File: config.mk
export PLATFORM = sky130hd
export DESIGN_NAME = pmwc_top
export DESIGN_NICKNAME = d
export VERILOG_FILES = /design/src/core/pmwc_pkg.sv /design/src/core/pmwc_top.sv
export SDC_FILE = /design/constraint.sdc
export NUM_CORES = 1
export LEC_CHECK = 0
export BUFFER_PORTS_ARGS = -buffer_cell sky130_fd_sc_hd__buf_2
export CORE_MARGIN = 4
export CORE_UTILIZATION = 29
export CTS_BUF_LIST = sky130_fd_sc_hd__clkbuf_16
export DETAILED_ROUTE_END_ITERATION = 16
export PLACE_DENSITY = 0.47
export SLEW_MARGIN = 20
export SYNTH_ARGS = -nofsm -noshare
export SYNTH_HDL_FRONTEND = slang
export SYNTH_SLANG_ARGS = --single-unit
File: constraint.sdc
create_clock -name ref_clk -period 4 [get_ports ref_clk]
set_clock_uncertainty 0.05 [all_clocks]
set_input_delay 0.2 -clock ref_clk [delete_from_list [all_inputs] [get_ports ref_clk]]
set_output_delay 0.2 -clock ref_clk [all_outputs]
set_load 0.01 [all_outputs]
File: src/core/pmwc_pkg.sv
package pmwc_pkg;
   // ----------------------------------------------------------------
   // Register byte offsets
   // ----------------------------------------------------------------
   localparam logic [7:0] PMWC_CTRL_OFS = 8'h00;
   localparam logic [7:0] PMWC_WAKE_EN_OFS = 8'h04;
   localparam logic [7:0] PMWC_PIN_WAKE_EN_OFS = 8'h08;
   localparam logic [7:0] PMWC_RST_EN_OFS = 8'h0c;
   localparam logic [7:0] PMWC_RAM_RET_OFS = 8'h10;
   localparam logic [7:0] PMWC_CLK_GATE_OFS = 8'h14;
   localparam logic [7:0] PMWC_STATUS_OFS = 8'h18;
   // ----------------------------------------------------------------
   // Control register fields
   // ----------------------------------------------------------------
   localparam int PMWC_CTRL_SLEEP_TARGET = 0;
   localparam int PMWC_CTRL_FAST_WAKE = 1;
   localparam int PMWC_CTRL_FAST_SRC = 2;
   localparam int PMWC_CTRL_REG_EN = 4;
   localparam int PMWC_CTRL_REG_SRC = 8;
   localparam int PMWC_CTRL_DRV_SRC = 12;
   localparam int PMWC_CTRL_ANALOG_EN = 13;
   localparam logic [31:0] PMWC_CTRL_RST = 32'h0000_2070;
   // ----------------------------------------------------------------
   // Widths and reset values
   // ----------------------------------------------------------------
   localparam int PMWC_NUM_PIN_WAKE = 14;
   localparam int PMWC_NUM_WAKE = 8;
   localparam int PMWC_NUM_RST = 7;
   localparam int PMWC_NUM_RAM = 8;
   localparam int PMWC_NUM_PERIPH = 16;
   localparam logic [7:0] PMWC_WAKE_EN_RST = 8'h00;
   localparam logic [13:0] PMWC_PIN_WAKE_EN_RST = 14'h0000;
   localparam logic [6:0] PMWC_RST_EN_RST = 7'h01;
   localparam logic [7:0] PMWC_RAM_RET_RST = 8'hff;
   localparam logic [15:0] PMWC_CLK_GATE_RST = 16'hffff;
   // Wake source bit 7 is the combined pin wake; reset source bit 6 is wake event.
   localparam int PMWC_WAKE_PIN_BIT = 7;
   localparam int PMWC_RST_WAKE_BIT = 6;
   localparam logic [1:0] PMWC_RESP_OKAY = 2'b00;
   localparam logic [1:0] PMWC_RESP_SLVERR = 2'b10;

   typedef enum logic [4:0] {
      PMWC_ST_PWRUP = 5'b00001,
      PMWC_ST_RUN = 5'b00010,
      PMWC_ST_LIGHT = 5'b00100,
      PMWC_ST_STOP = 5'b01000,
      PMWC_ST_DEEP = 5'b10000
   } pmwc_state_t;
endpackage : pmwc_pkg

File: src/core/pmwc_top.sv
`timescale 1ns/10ps
// What this block does
// - Core held from fetching until core supply reports valid.
// - Device reset held while battery is below reset threshold.
// - Low-battery warning flag raised below early warning threshold.
// - Software enables analog power system and each of three regulators.
// - Each regulator selects battery or buck output as source.
// - Drive supply pin selector picks battery or buck output.
// - Fourteen individually enabled pin wake inputs wake from deep sleep.
// - Eight deep-sleep wake sources, each individually enabled.
// - Configured reset sources exit deep sleep through reset.
// - Per-block retention selection for 4 kB RAM blocks in deep sleep.
// - Asleep indicator asserted while in deep sleep.
// - Wait without deep request halts core, peripheral clocks keep running.
// - Deep request on wait enters stop or deep per target select.
// - Stop halts all clocks; fast wake keeps a slow clock running.
// - Deep sleep disables regulators, powers core down, keeps retained state.
// - Low-power peripherals keep running in deep sleep.
// - Deep sleep held until a configured reset source or a battery reset occurs.
// - Each peripheral has its own software clock enable.
module pmwc_top
   import pmwc_pkg::*;
(
   // Clock and reset
   input wire logic ref_clk,
   input wire logic srst,
   // AXI4-Lite slave
   input wire logic [7:0] s_axi_awaddr,
   input wire logic s_axi_awvalid,
   output logic s_axi_awready,
   input wire logic [31:0] s_axi_wdata,
   input wire logic [3:0] s_axi_wstrb,
   input wire logic s_axi_wvalid,
   output logic s_axi_wready,
   output logic [1:0] s_axi_bresp,
   output logic s_axi_bvalid,
   input wire logic s_axi_bready,
   input wire logic [7:0] s_axi_araddr,
   input wire logic s_axi_arvalid,
   output logic s_axi_arready,
   output logic [31:0] s_axi_rdata,
   output logic [1:0] s_axi_rresp,
   output logic s_axi_rvalid,
   input wire logic s_axi_rready,
   // Analog status inputs (asynchronous)
   input wire logic core_supply_ok,
   input wire logic bat_below_reset,
   input wire logic bat_below_warn,
   // Core side
   input wire logic core_wait,
   input wire logic deep_sleep_request,
   output logic core_run_en,
   output logic core_clk_en,
   output logic core_power_en,
   output logic device_reset,
   // Wake and reset sources (asynchronous levels)
   input wire logic [PMWC_NUM_PIN_WAKE-1:0] pin_wake,
   input wire logic [PMWC_NUM_WAKE-2:0] wake_src,
   input wire logic [PMWC_NUM_RST-2:0] rst_src,
   // Power and clock outputs
   output logic analog_en,
   output logic [2:0] regulator_group_en,
   output logic [2:0] regulator_group_src_buck,
   output logic drive_src_buck,
   output logic periph_clk_en,
   output logic [PMWC_NUM_PERIPH-1:0] peripheral_clock_gating,
   output logic slow_clk_keep,
   output logic slow_clk_sel_rtc,
   output logic lowpower_periph_en,
   output logic [PMWC_NUM_RAM-1:0] ram_retain,
   output logic [PMWC_NUM_RAM-1:0] ram_power_en,
   output logic low_batt_warn,
   output logic asleep
);
   // ----------------------------------------------------------------
   // Input synchronisers
   // ----------------------------------------------------------------
   localparam int SYNC_W = 3 + PMWC_NUM_PIN_WAKE + PMWC_NUM_WAKE - 1 + PMWC_NUM_RST - 1;
   logic [SYNC_W-1:0] sync_a_q;
   logic [SYNC_W-1:0] sync_b_q;
   logic supply_ok_s, bat_rst_s, bat_warn_s;
   logic [PMWC_NUM_PIN_WAKE-1:0] pin_wake_s;
   logic [PMWC_NUM_WAKE-2:0] wake_s;
   logic [PMWC_NUM_RST-2:0] rst_s;

   // Levels from other domains are read only after the second flop.
   always_ff @(posedge ref_clk) begin
      if (srst) begin
         sync_a_q <= '0;
         sync_b_q <= '0;
      end else begin
         sync_a_q <= {core_supply_ok, bat_below_reset, bat_below_warn, pin_wake, wake_src,
                      rst_src};
         sync_b_q <= sync_a_q;
      end
   end
   assign {supply_ok_s, bat_rst_s, bat_warn_s, pin_wake_s, wake_s, rst_s} = sync_b_q;

   // ----------------------------------------------------------------
   // Registers
   // ----------------------------------------------------------------
   logic [31:0] ctrl_q;
   logic [PMWC_NUM_WAKE-1:0] wake_en_q;
   logic [PMWC_NUM_PIN_WAKE-1:0] pin_wake_en_q;
   logic [PMWC_NUM_RST-1:0] rst_en_q;
   logic [PMWC_NUM_RAM-1:0] ram_ret_q;
   logic [PMWC_NUM_PERIPH-1:0] clk_gate_q;
   logic warn_flag_q;
   logic warn_clr;

   // Byte-lane merge used by every writable register.
   function automatic logic [31:0] merge(input logic [31:0] old, input logic [31:0] nw,
                                         input logic [3:0] strb);
      logic [31:0] r;
      r = old;
      for (int i = 0; i < 4; i++) begin
         if (strb[i]) begin
            r[i*8 +: 8] = nw[i*8 +: 8];
         end
      end
      return r;
   endfunction : merge

   // ----------------------------------------------------------------
   // AXI4-Lite write channel
   // ----------------------------------------------------------------
   logic aw_hold_q, w_hold_q;
   logic [7:0] aw_addr_q;
   logic [31:0] w_data_q;
   logic [3:0] w_strb_q;
   logic wr_go;
   logic [31:0] m;

   assign wr_go = aw_hold_q && w_hold_q && !s_axi_bvalid;
   assign m = merge(32'h0000_0000, w_data_q, w_strb_q);

   always_ff @(posedge ref_clk) begin
      if (srst) begin
         aw_hold_q <= 1'b0;
         w_hold_q <= 1'b0;
         aw_addr_q <= 8'h00;
         w_data_q <= 32'h0000_0000;
         w_strb_q <= 4'h0;
         s_axi_awready <= 1'b0;
         s_axi_wready <= 1'b0;
         s_axi_bvalid <= 1'b0;
         s_axi_bresp <= PMWC_RESP_OKAY;
      end else begin
         s_axi_awready <= !aw_hold_q && !s_axi_awready && s_axi_awvalid;
         s_axi_wready <= !w_hold_q && !s_axi_wready && s_axi_wvalid;
         if (s_axi_awvalid && s_axi_awready) begin
            aw_hold_q <= 1'b1;
            aw_addr_q <= s_axi_awaddr;
         end
         if (s_axi_wvalid && s_axi_wready) begin
            w_hold_q <= 1'b1;
            w_data_q <= s_axi_wdata;
            w_strb_q <= s_axi_wstrb;
         end
         if (wr_go) begin
            aw_hold_q <= 1'b0;
            w_hold_q <= 1'b0;
            s_axi_bvalid <= 1'b1;
            if (aw_addr_q[7:2] <= PMWC_STATUS_OFS[7:2] && aw_addr_q[1:0] == 2'b00) begin
               s_axi_bresp <= PMWC_RESP_OKAY;
            end else begin
               s_axi_bresp <= PMWC_RESP_SLVERR;
            end
         end else if (s_axi_bvalid && s_axi_bready) begin
            s_axi_bvalid <= 1'b0;
         end
      end
   end

   // Register file; the warning flag is cleared by writing one to status bit 0.
   // Narrow registers keep only their own low bits of the merged word.
   always_ff @(posedge ref_clk) begin
      if (srst) begin
         ctrl_q <= PMWC_CTRL_RST;
         wake_en_q <= PMWC_WAKE_EN_RST;
         pin_wake_en_q <= PMWC_PIN_WAKE_EN_RST;
         rst_en_q <= PMWC_RST_EN_RST;
         ram_ret_q <= PMWC_RAM_RET_RST;
         clk_gate_q <= PMWC_CLK_GATE_RST;
      end else if (wr_go) begin
         if (aw_addr_q == PMWC_CTRL_OFS) begin
            ctrl_q <= merge(ctrl_q, w_data_q, w_strb_q) & 32'h0000_3777;
         end else if (aw_addr_q == PMWC_WAKE_EN_OFS) begin
            wake_en_q <= 8'(merge({24'h0, wake_en_q}, w_data_q, w_strb_q));
         end else if (aw_addr_q == PMWC_PIN_WAKE_EN_OFS) begin
            pin_wake_en_q <= 14'(merge({18'h0, pin_wake_en_q}, w_data_q, w_strb_q));
         end else if (aw_addr_q == PMWC_RST_EN_OFS) begin
            rst_en_q <= 7'(merge({25'h0, rst_en_q}, w_data_q, w_strb_q));
         end else if (aw_addr_q == PMWC_RAM_RET_OFS) begin
            ram_ret_q <= 8'(merge({24'h0, ram_ret_q}, w_data_q, w_strb_q));
         end else if (aw_addr_q == PMWC_CLK_GATE_OFS) begin
            clk_gate_q <= 16'(merge({16'h0, clk_gate_q}, w_data_q, w_strb_q));
         end
      end
   end
   assign warn_clr = wr_go && aw_addr_q == PMWC_STATUS_OFS && m[0];

   // Sticky warning; a new low reading wins over a clear in the same cycle.
   always_ff @(posedge ref_clk) begin
      if (srst) begin
         warn_flag_q <= 1'b0;
      end else if (bat_warn_s) begin
         warn_flag_q <= 1'b1;
      end else if (warn_clr) begin
         warn_flag_q <= 1'b0;
      end
   end

   // ----------------------------------------------------------------
   // Power mode state machine
   // ----------------------------------------------------------------
   pmwc_state_t state_q, state_d;
   logic wake_any, rst_any, deep_rst_q;
   logic [PMWC_NUM_WAKE-1:0] wake_vec;
   logic [PMWC_NUM_RST-1:0] rst_vec;

   assign wake_vec = {|(pin_wake_s & pin_wake_en_q), wake_s};
   assign wake_any = |(wake_vec & wake_en_q);
   assign rst_vec = {wake_any, rst_s};
   assign rst_any = |(rst_vec & rst_en_q);

   always_comb begin
      state_d = state_q;
      case (state_q)
         PMWC_ST_PWRUP: begin
            if (supply_ok_s && !bat_rst_s) begin
               state_d = PMWC_ST_RUN;
            end
         end
         PMWC_ST_RUN: begin
            if (core_wait && !deep_sleep_request) begin
               state_d = PMWC_ST_LIGHT;
            end else if (core_wait && !ctrl_q[PMWC_CTRL_SLEEP_TARGET]) begin
               state_d = PMWC_ST_STOP;
            end else if (core_wait) begin
               state_d = PMWC_ST_DEEP;
            end
         end
         PMWC_ST_LIGHT: begin
            if (!core_wait) begin
               state_d = PMWC_ST_RUN;
            end
         end
         PMWC_ST_STOP: begin
            // Wake does not wait for the core to drop its wait line.
            if (wake_any || rst_any) begin
               state_d = PMWC_ST_RUN;
            end
         end
         PMWC_ST_DEEP: begin
            // Only a configured reset source, through deep_rst_q, or a battery reset ends deep sleep.
            state_d = PMWC_ST_DEEP;
         end
         default: begin
            state_d = PMWC_ST_PWRUP;
         end
      endcase
      if (bat_rst_s || deep_rst_q) begin
         state_d = PMWC_ST_PWRUP;
      end
   end

   always_ff @(posedge ref_clk) begin
      if (srst) begin
         state_q <= PMWC_ST_PWRUP;
      end else begin
         state_q <= state_d;
      end
   end

   // A configured reset source in deep sleep pulses device reset for one cycle.
   always_ff @(posedge ref_clk) begin
      if (srst) begin
         deep_rst_q <= 1'b0;
      end else begin
         deep_rst_q <= state_q == PMWC_ST_DEEP && rst_any && !deep_rst_q;
      end
   end

   // ----------------------------------------------------------------
   // Outputs, all registered
   // ----------------------------------------------------------------
   // State-dependent outputs follow state_d so they switch on the same edge as the state.
   always_ff @(posedge ref_clk) begin
      if (srst) begin
         core_run_en <= 1'b0;
         core_clk_en <= 1'b0;
         core_power_en <= 1'b0;
         device_reset <= 1'b1;
         periph_clk_en <= 1'b0;
         asleep <= 1'b0;
         analog_en <= 1'b0;
         regulator_group_en <= 3'b000;
         regulator_group_src_buck <= 3'b000;
         drive_src_buck <= 1'b0;
         peripheral_clock_gating <= '0;
         slow_clk_keep <= 1'b0;
         slow_clk_sel_rtc <= 1'b0;
         lowpower_periph_en <= 1'b0;
         ram_retain <= '0;
         ram_power_en <= '0;
         low_batt_warn <= 1'b0;
      end else begin
         core_run_en <= state_d == PMWC_ST_RUN;
         core_clk_en <= state_d == PMWC_ST_RUN;
         core_power_en <= state_d != PMWC_ST_DEEP;
         device_reset <= bat_rst_s || deep_rst_q || state_d == PMWC_ST_PWRUP;
         periph_clk_en <= state_d == PMWC_ST_RUN || state_d == PMWC_ST_LIGHT;
         asleep <= state_d == PMWC_ST_DEEP;
         analog_en <= ctrl_q[PMWC_CTRL_ANALOG_EN];
         regulator_group_en <= (state_d == PMWC_ST_DEEP) ? 3'b000 :
                               ctrl_q[PMWC_CTRL_REG_EN +: 3];
         regulator_group_src_buck <= ctrl_q[PMWC_CTRL_REG_SRC +: 3];
         drive_src_buck <= ctrl_q[PMWC_CTRL_DRV_SRC];
         peripheral_clock_gating <= clk_gate_q;
         slow_clk_keep <= state_d != PMWC_ST_STOP || ctrl_q[PMWC_CTRL_FAST_WAKE];
         slow_clk_sel_rtc <= ctrl_q[PMWC_CTRL_FAST_SRC];
         lowpower_periph_en <= state_d != PMWC_ST_PWRUP;
         ram_retain <= ram_ret_q;
         ram_power_en <= (state_d == PMWC_ST_DEEP) ? ram_ret_q : '1;
         low_batt_warn <= warn_flag_q;
      end
   end

   // ----------------------------------------------------------------
   // AXI4-Lite read channel
   // ----------------------------------------------------------------
   always_ff @(posedge ref_clk) begin
      if (srst) begin
         s_axi_arready <= 1'b0;
         s_axi_rvalid <= 1'b0;
         s_axi_rdata <= 32'h0000_0000;
         s_axi_rresp <= PMWC_RESP_OKAY;
      end else begin
         s_axi_arready <= !s_axi_arready && !s_axi_rvalid && s_axi_arvalid;
         if (s_axi_arvalid && s_axi_arready) begin
            s_axi_rvalid <= 1'b1;
            s_axi_rresp <= PMWC_RESP_OKAY;
            if (s_axi_araddr == PMWC_CTRL_OFS) begin
               s_axi_rdata <= ctrl_q;
            end else if (s_axi_araddr == PMWC_WAKE_EN_OFS) begin
               s_axi_rdata <= {24'h0, wake_en_q};
            end else if (s_axi_araddr == PMWC_PIN_WAKE_EN_OFS) begin
               s_axi_rdata <= {18'h0, pin_wake_en_q};
            end else if (s_axi_araddr == PMWC_RST_EN_OFS) begin
               s_axi_rdata <= {25'h0, rst_en_q};
            end else if (s_axi_araddr == PMWC_RAM_RET_OFS) begin
               s_axi_rdata <= {24'h0, ram_ret_q};
            end else if (s_axi_araddr == PMWC_CLK_GATE_OFS) begin
               s_axi_rdata <= {16'h0, clk_gate_q};
            end else if (s_axi_araddr == PMWC_STATUS_OFS) begin
               s_axi_rdata <= {19'h0, state_q, 5'h0, supply_ok_s, bat_rst_s, warn_flag_q};
            end else begin
               s_axi_rdata <= 32'h0000_0000;
               s_axi_rresp <= PMWC_RESP_SLVERR;
            end
         end else if (s_axi_rvalid && s_axi_rready) begin
            s_axi_rvalid <= 1'b0;
         end
      end
   end
endmodule : pmwc_top

Word level (Yosys, flattened, before mapping):

Cells that the tools add are included.
Widths: inputs -> output; s select.

* equal/unequal tests: 24
* reduce and logical (&&, ||, !) cells: 57
* mux-type cells: 31
* bitwise gates (word level): 8
* order comparisons: 1

Operators by type and width (count)
* $mux 16: 6
* $eq 8x5->1 const B: 6
* $mux 5: 7
* $eq 8x4->1 const B: 4
* $pmux 5 s5: 1
* $logic_and 1x1->1: 21
* $eq 8x3->1 const B: 2
* $logic_not 8->1: 2
* $mux 2: 8
* $reduce_and 8->1: 2
* $and 14x14->14: 1
* $reduce_or 14->1: 1
* $mux 13: 1
* $logic_not 1->1: 11
* $eq 5x1->1 const B: 2
* $eq 5x2->1 const B: 2
* $eq 5x3->1 const B: 2
* $eq 5x5->1 const B: 2
* $reduce_and 5->1: 2
* $and 8x8->8: 1
* $mux 8: 1
* $reduce_or 8->1: 1
* $and 7x7->7: 1
* $mux 1: 7
* other kinds (15): 27

* logic and storage cells: 164
* register bits: 249
* input bits: 91
* output and inout port bits: 91

Depth between registers and ports, before layout:

* depth in word-level cells: 12
* mapped depth: 7
* mapped depth without buffers: 5

Worst setup path after synthesis:

OpenSTA, ideal clock, no wires.

* path type: flip-flop to flip-flop
* from: register s_axi_bvalid
* to: register clk_gate_q[1]
* library setup time: 0.120 ns
* data required time: 3.830 ns
* path buffers: 1
* cell stages (with the launch flop): 7
* data arrival time: 1.470 ns
* setup slack: 2.360 ns
* period minus slack after synthesis: 1.640 ns
* cells stage by stage: dfxtp_1 -> and3b_1 -> nand4_1 -> nor2_2 -> buf_4 -> nor2_1 -> a211o_1

* word-level cells in the longest chain between the ends: 3

RTL lines
* from (decl): line pmwc_top.sv:36 `output logic s_axi_bvalid,`
* from (signal assigned): line pmwc_top.sv:146 `s_axi_bvalid <= 1'b0;`
* from (signal assigned): line pmwc_top.sv:163 `s_axi_bvalid <= 1'b1;`
* from (signal assigned): line pmwc_top.sv:170 `s_axi_bvalid <= 1'b0;`
* $logic_not 1->1: line pmwc_top.sv:134 `assign wr_go = aw_hold_q && w_hold_q && !s_axi_bvalid;`
* $logic_and 1x1->1: line pmwc_top.sv:134
* $reduce_and 8->1 (no line)
* to (signal assigned): line pmwc_top.sv:197 `clk_gate_q <= 16'(merge({16'h0, clk_gate_q}, w_data_q, w_strb_q));`
* to (decl): line pmwc_top.sv:107 `logic [PMWC_NUM_PERIPH-1:0] clk_gate_q;`

Every way passes these cells.
A chain may end at the register's enable or synchronous reset.

Final worst setup path:

* from: register aw_hold_q
* to: register rst_en_q[0]

* word-level cells in the longest chain between the ends: 3

RTL lines
* from (decl): line pmwc_top.sv:127 `logic aw_hold_q, w_hold_q;`
* from (signal assigned): line pmwc_top.sv:139 `aw_hold_q <= 1'b0;`
* from (signal assigned): line pmwc_top.sv:152 `aw_hold_q <= 1'b1;`
* from (signal assigned): line pmwc_top.sv:161 `aw_hold_q <= 1'b0;`
* $logic_and 1x1->1 (2 in series): line pmwc_top.sv:134
* $reduce_and 6->1 (no line)
* to (signal assigned): line pmwc_top.sv:193 `rst_en_q <= 7'(merge({25'h0, rst_en_q}, w_data_q, w_strb_q));`
* to (decl): line pmwc_top.sv:105 `logic [PMWC_NUM_RST-1:0] rst_en_q;`

Every way passes these cells.

==> impl_summary.md <==
Timing
Setup repair after global routing left no endpoint under its margin. The total count of max-transition violations in the final report is 0. The final setup violation count is 0.

The transition time of the tightest slew-check pin is 0.9360 ns. Final hold analysis gives a worst-case slack of 0.03156 ns. The worst slew margin relative to its limit is between 30% and 40%. The upper clock frequency limit is 0.4504 GHz.

The setup TNS is 0 ns. The share of the clock period used by the worst path is a little under three fifths. For the finished layout, the period the worst path requires is 2.220 ns. The final-report hold violation count is 0.

Pwr
The leakage power is 0.004513 uW. Power spread over the standard cell area amounts to approximately 460 mW/mm^2. The largest voltage drop on the vdd net is 0.2741 mV.

Setup path
The total number of cells along the worst setup path is 5. The critical path in this run is classified as reg -> reg. The worst register-to-register path begins at aw_hold_q$_SDFFE_PP0P_. The register-to-register setup slack is 1.78 ns. Together, buffers and inverters on the worst path number 0. The largest single stage delay on the critical path is 0.59 ns. STA classifies the critical path startpoint as a register.

Walking the worst path, the cells encountered are and3b_1 > and4b_1 > nand4_2 > mux2i_1 > nand2_1. On the critical path the largest part of the delay comes from simple AND/OR/NAND/NOR gates. The critical path ends at rst_en_q[0]$_SDFFE_PP1P_.

For this design, the slowest cell found on the critical path is and4b_1. In this run the critical register-to-register path is captured at rst_en_q[0]$_SDFFE_PP1P_. The endpoint required time on the critical path is between 4 and 5 ns. The worst-path maximum fanout is 12. Data on the critical path arrives at its endpoint at 2.54 ns.

The timing startpoint of the critical path is aw_hold_q$_SDFFE_PP0P_. The type of destination of the critical path is a register. The number of cells traversed by the worst register-to-register path is 5.

Floorplanning
The initialized floorplan defines 62 standard-cell rows. The standard cell core area is 0.02870 mm^2. In this run the count of I/O pins placed on the die edge is 182. The initial standard-cell utilization of the core is 29.35%.

The die width is between 150 and 200 um. The floorplan step set the die height to 178.5 um. The die covers approximately 0.032 mm^2.

Clock tree
The number of levels in the clock H-tree is 1. The CTS sink count is about 230. The post-CTS repair timing setup buffer count is 0. The maximum buffer depth of the clock tree is 3. The clock transition at the register clock pins on the worst setup and hold paths after CTS is 0.06 ns.

The number of buffers inserted by hold repair at cts is 69. The TritonCTS clock tree is done. Post-CTS repair changed the size of 0 cells. The total clock buffers created by CTS is 26.

The source-to-sink clock delay at the later pin of the worst-skew pair is 0.52 ns. The root buffer cell is clkbuf_16.

Logic synthesis
In the synthesized netlist the dominant register cell turns out to be dfxtp_1. The number of enable-type register cells in the synthesized netlist is 0. A synthesized cell averages 9.520 um^2. Counting distinct cell types in the post-synthesis netlist gives 56.

For this run, the number of Yosys warnings is 0. In the synthesized netlist the async set-or-reset flop fraction comes to 0%. The mapped netlist covers about 0.0084 mm^2. Synthesis produced a netlist whose cell count is 885. Of the synthesized area, sequential elements account for a little over half. After synthesis the netlist holds a flip-flop and latch count of roughly 230.

Layout
The finished cells cover 0.01090 mm^2. Once layout is complete, the cells apart from fillers number 1481. The count of nets after finishing is roughly 1200. The number of filler cells placed in the layout is 2964. The layout cell share with drive strength beyond 1 is a little under a fifth. The antenna diode count is 0. The area added between synthesis and finish is 29.37%. The utilization after layout is between 30 and 40%.

Detailed routing
In the routed layout, each cell is associated on average with a via count of 4.552. The count of nets left with antenna violations once routing finished came out at 0. The number of vias after detailed routing is 6742. The number of optimization iterations in the first detailed-route pass is 7. The routed wirelength normalized by instance count is 16.24 um. The routed wire length is 24050 um.

The number of remaining DRC errors is 0. The initial detailed-routing violation count is between 300 and 400.

Global routing
The first-pass GRT wire length is 36510 um. Entering global routing, the biggest net connects around 110 pins. The leftover overflow at the end of global routing is 0. The number of antenna violations at the first check in global routing came to 0.

The via count of the first global-routing pass is about 6300. Global routing consumed, over all layers together, between 10% and 20% of the routing resources.

Min path
The worst min-delay path category is in -> reg. Counting instances, the worst hold path has a depth of 4.

Place
The weighted congestion reported at the end of routability-driven placement is about 0.82. The HPWL after detailed placement is 16920 um. The cell count after placement is about 1400. The placed instance area is 0.009371 mm^2. The number of buffers added on ports is about 150.

Flow run
The number of max-capacitance violations reported is 0.

Outcome
The run finished with clean final reports.
==> placed cells by master (no fill, tap or decap), types with 3 or more instances in the layout <==
| cell type | instances |
|---|---|
| nor2_1 | 69 |
| bufinv_16 | 3 |
| a211o_1 | 12 |
| a211oi_1 | 6 |
| nand3_1 | 30 |
| and2_1 | 8 |
| a22oi_1 | 13 |
| conb_1 | 18 |
| buf_4 | 3 |
| o21ai_0 | 16 |
| o211ai_1 | 9 |
| nor4b_1 | 4 |
| a222oi_1 | 5 |
| nand2_1 | 95 |
| a31oi_1 | 7 |
| nor3_1 | 11 |
| nor3_2 | 3 |
| a22o_1 | 5 |
| nor2b_1 | 96 |
| dfxtp_1 | 231 |
| inv_1 | 27 |
| buf_2 | 144 |
| o22ai_1 | 12 |
| a21oi_1 | 68 |
| nand2b_1 | 8 |
| o32ai_1 | 3 |
| dlygate4sd3_1 | 69 |
| a31o_2 | 3 |
| mux2i_1 | 37 |
| and3_1 | 9 |
| clkbuf_16 | 27 |
| clkinv_1 | 6 |
| a221oi_1 | 3 |
| nand3b_1 | 4 |
==> layer usage <==
| layer | track usage (%) | share of wire (%) | up-vias |
|---|---|---|---|
| met5 | 0 | 0 | - |
| li1 | - | - | 3399 |
| met1 | 20.30 | 46 | 3115 |
| met4 | 4.125 | 2.6 | 0 |
| met3 | 1.950 | 5.2 | 35 |
| met2 | 24.01 | 46 | 193 |
==> registers in the layout, indices dropped and copies added (netlist names), 3 cells and up <==
register,cells
state_q,5
regulator_group_src_buck,3
ram_retain,8
regulator_group_en,3
sync_b_q,30
aw_addr_q,8
ctrl_q,11
s_axi_rdata,16
wake_en_q,8
rst_en_q,7
clk_gate_q,16
peripheral_clock_gating,16
w_data_q,16
ram_power_en,8
pin_wake_en_q,14
sync_a_q,30
ram_ret_q,8
==> tightest hold or removal path, cell delays in order <==
cell and delay (ns):
buf_2 0.10, o21ai_0 0.09, nand3b_1 0.12, nor2_1 0.05
==> power by group <==
part,switching (uW),internal (uW)
registers,37.3,2370
clock network,919,1400
logic,163,137
total,1120,3910
==> worst min path at each step <==
stage                         endpoint               start
3_5_place_dp   sync_a_q[19]$_SDFF_PP0_         pin_wake[6]
6_report         state_q[2]$_SDFF_PP0_  deep_sleep_request
3_3_place_gp   sync_a_q[26]$_SDFF_PP0_        pin_wake[13]
4_1_cts          state_q[2]$_SDFF_PP0_  deep_sleep_request
5_1_grt          state_q[2]$_SDFF_PP0_  deep_sleep_request
2_1_floorplan   sync_a_q[0]$_SDFF_PP0_          rst_src[0]
==> area by class of cell <==
type                            count  area [um^2]  area share, %
Inverter                           19        71.32         0.6543
Multi-Input combinational cell    583         3441          31.57
Timing Repair Buffer              217         1445          13.26
Sequential cell                   231         4624          42.42
Clock inverter                     20        162.7          1.492
Tap cell                          384        480.5          4.408
Clock buffer                       27        675.6          6.198
==> kinds of logic (layout without fill, tap and decap cells) <==
group                     after synthesis  after routing  synth area share (%)
AOI/OAI and AO/OA                     170            170                 12.95
xor gates and xnor gates                1              1                0.1040
buffers and inverters                  88            283                 5.034
DFF                                   231            231                 54.89
muxes                                  38             38                 4.529
other                                   1             18               0.04451
and+or+nand+nor                       356            356                 22.45
==> through the flow <==
step	setup WS, ns	power [uW]
2_1_floorplan	2.360	2609
6_report	1.780	5027
4_1_cts	1.755	5089
3_3_place_gp	1.777	2711
3_5_place_dp	1.763	2712
5_1_grt	1.571	5202
==> cell usage after synthesis (all sizes together) (12+ instances only) <==
library cell	number	share of area, %
a211o	12	1.2
a21oi	68	4.0
a22oi	13	1.2
buf	34	2.6
clkbuf	35	1.6
dfxtp	231	55
inv	19	0.85
mux2i	37	4.4
nand2	96	4.3
nand3	31	2.0
nor2	71	3.2
nor2b	96	7.1
nor3	16	1.4
o21ai	17	1.0
o22ai	12	0.89
Power figures use the tool's default switching activity.
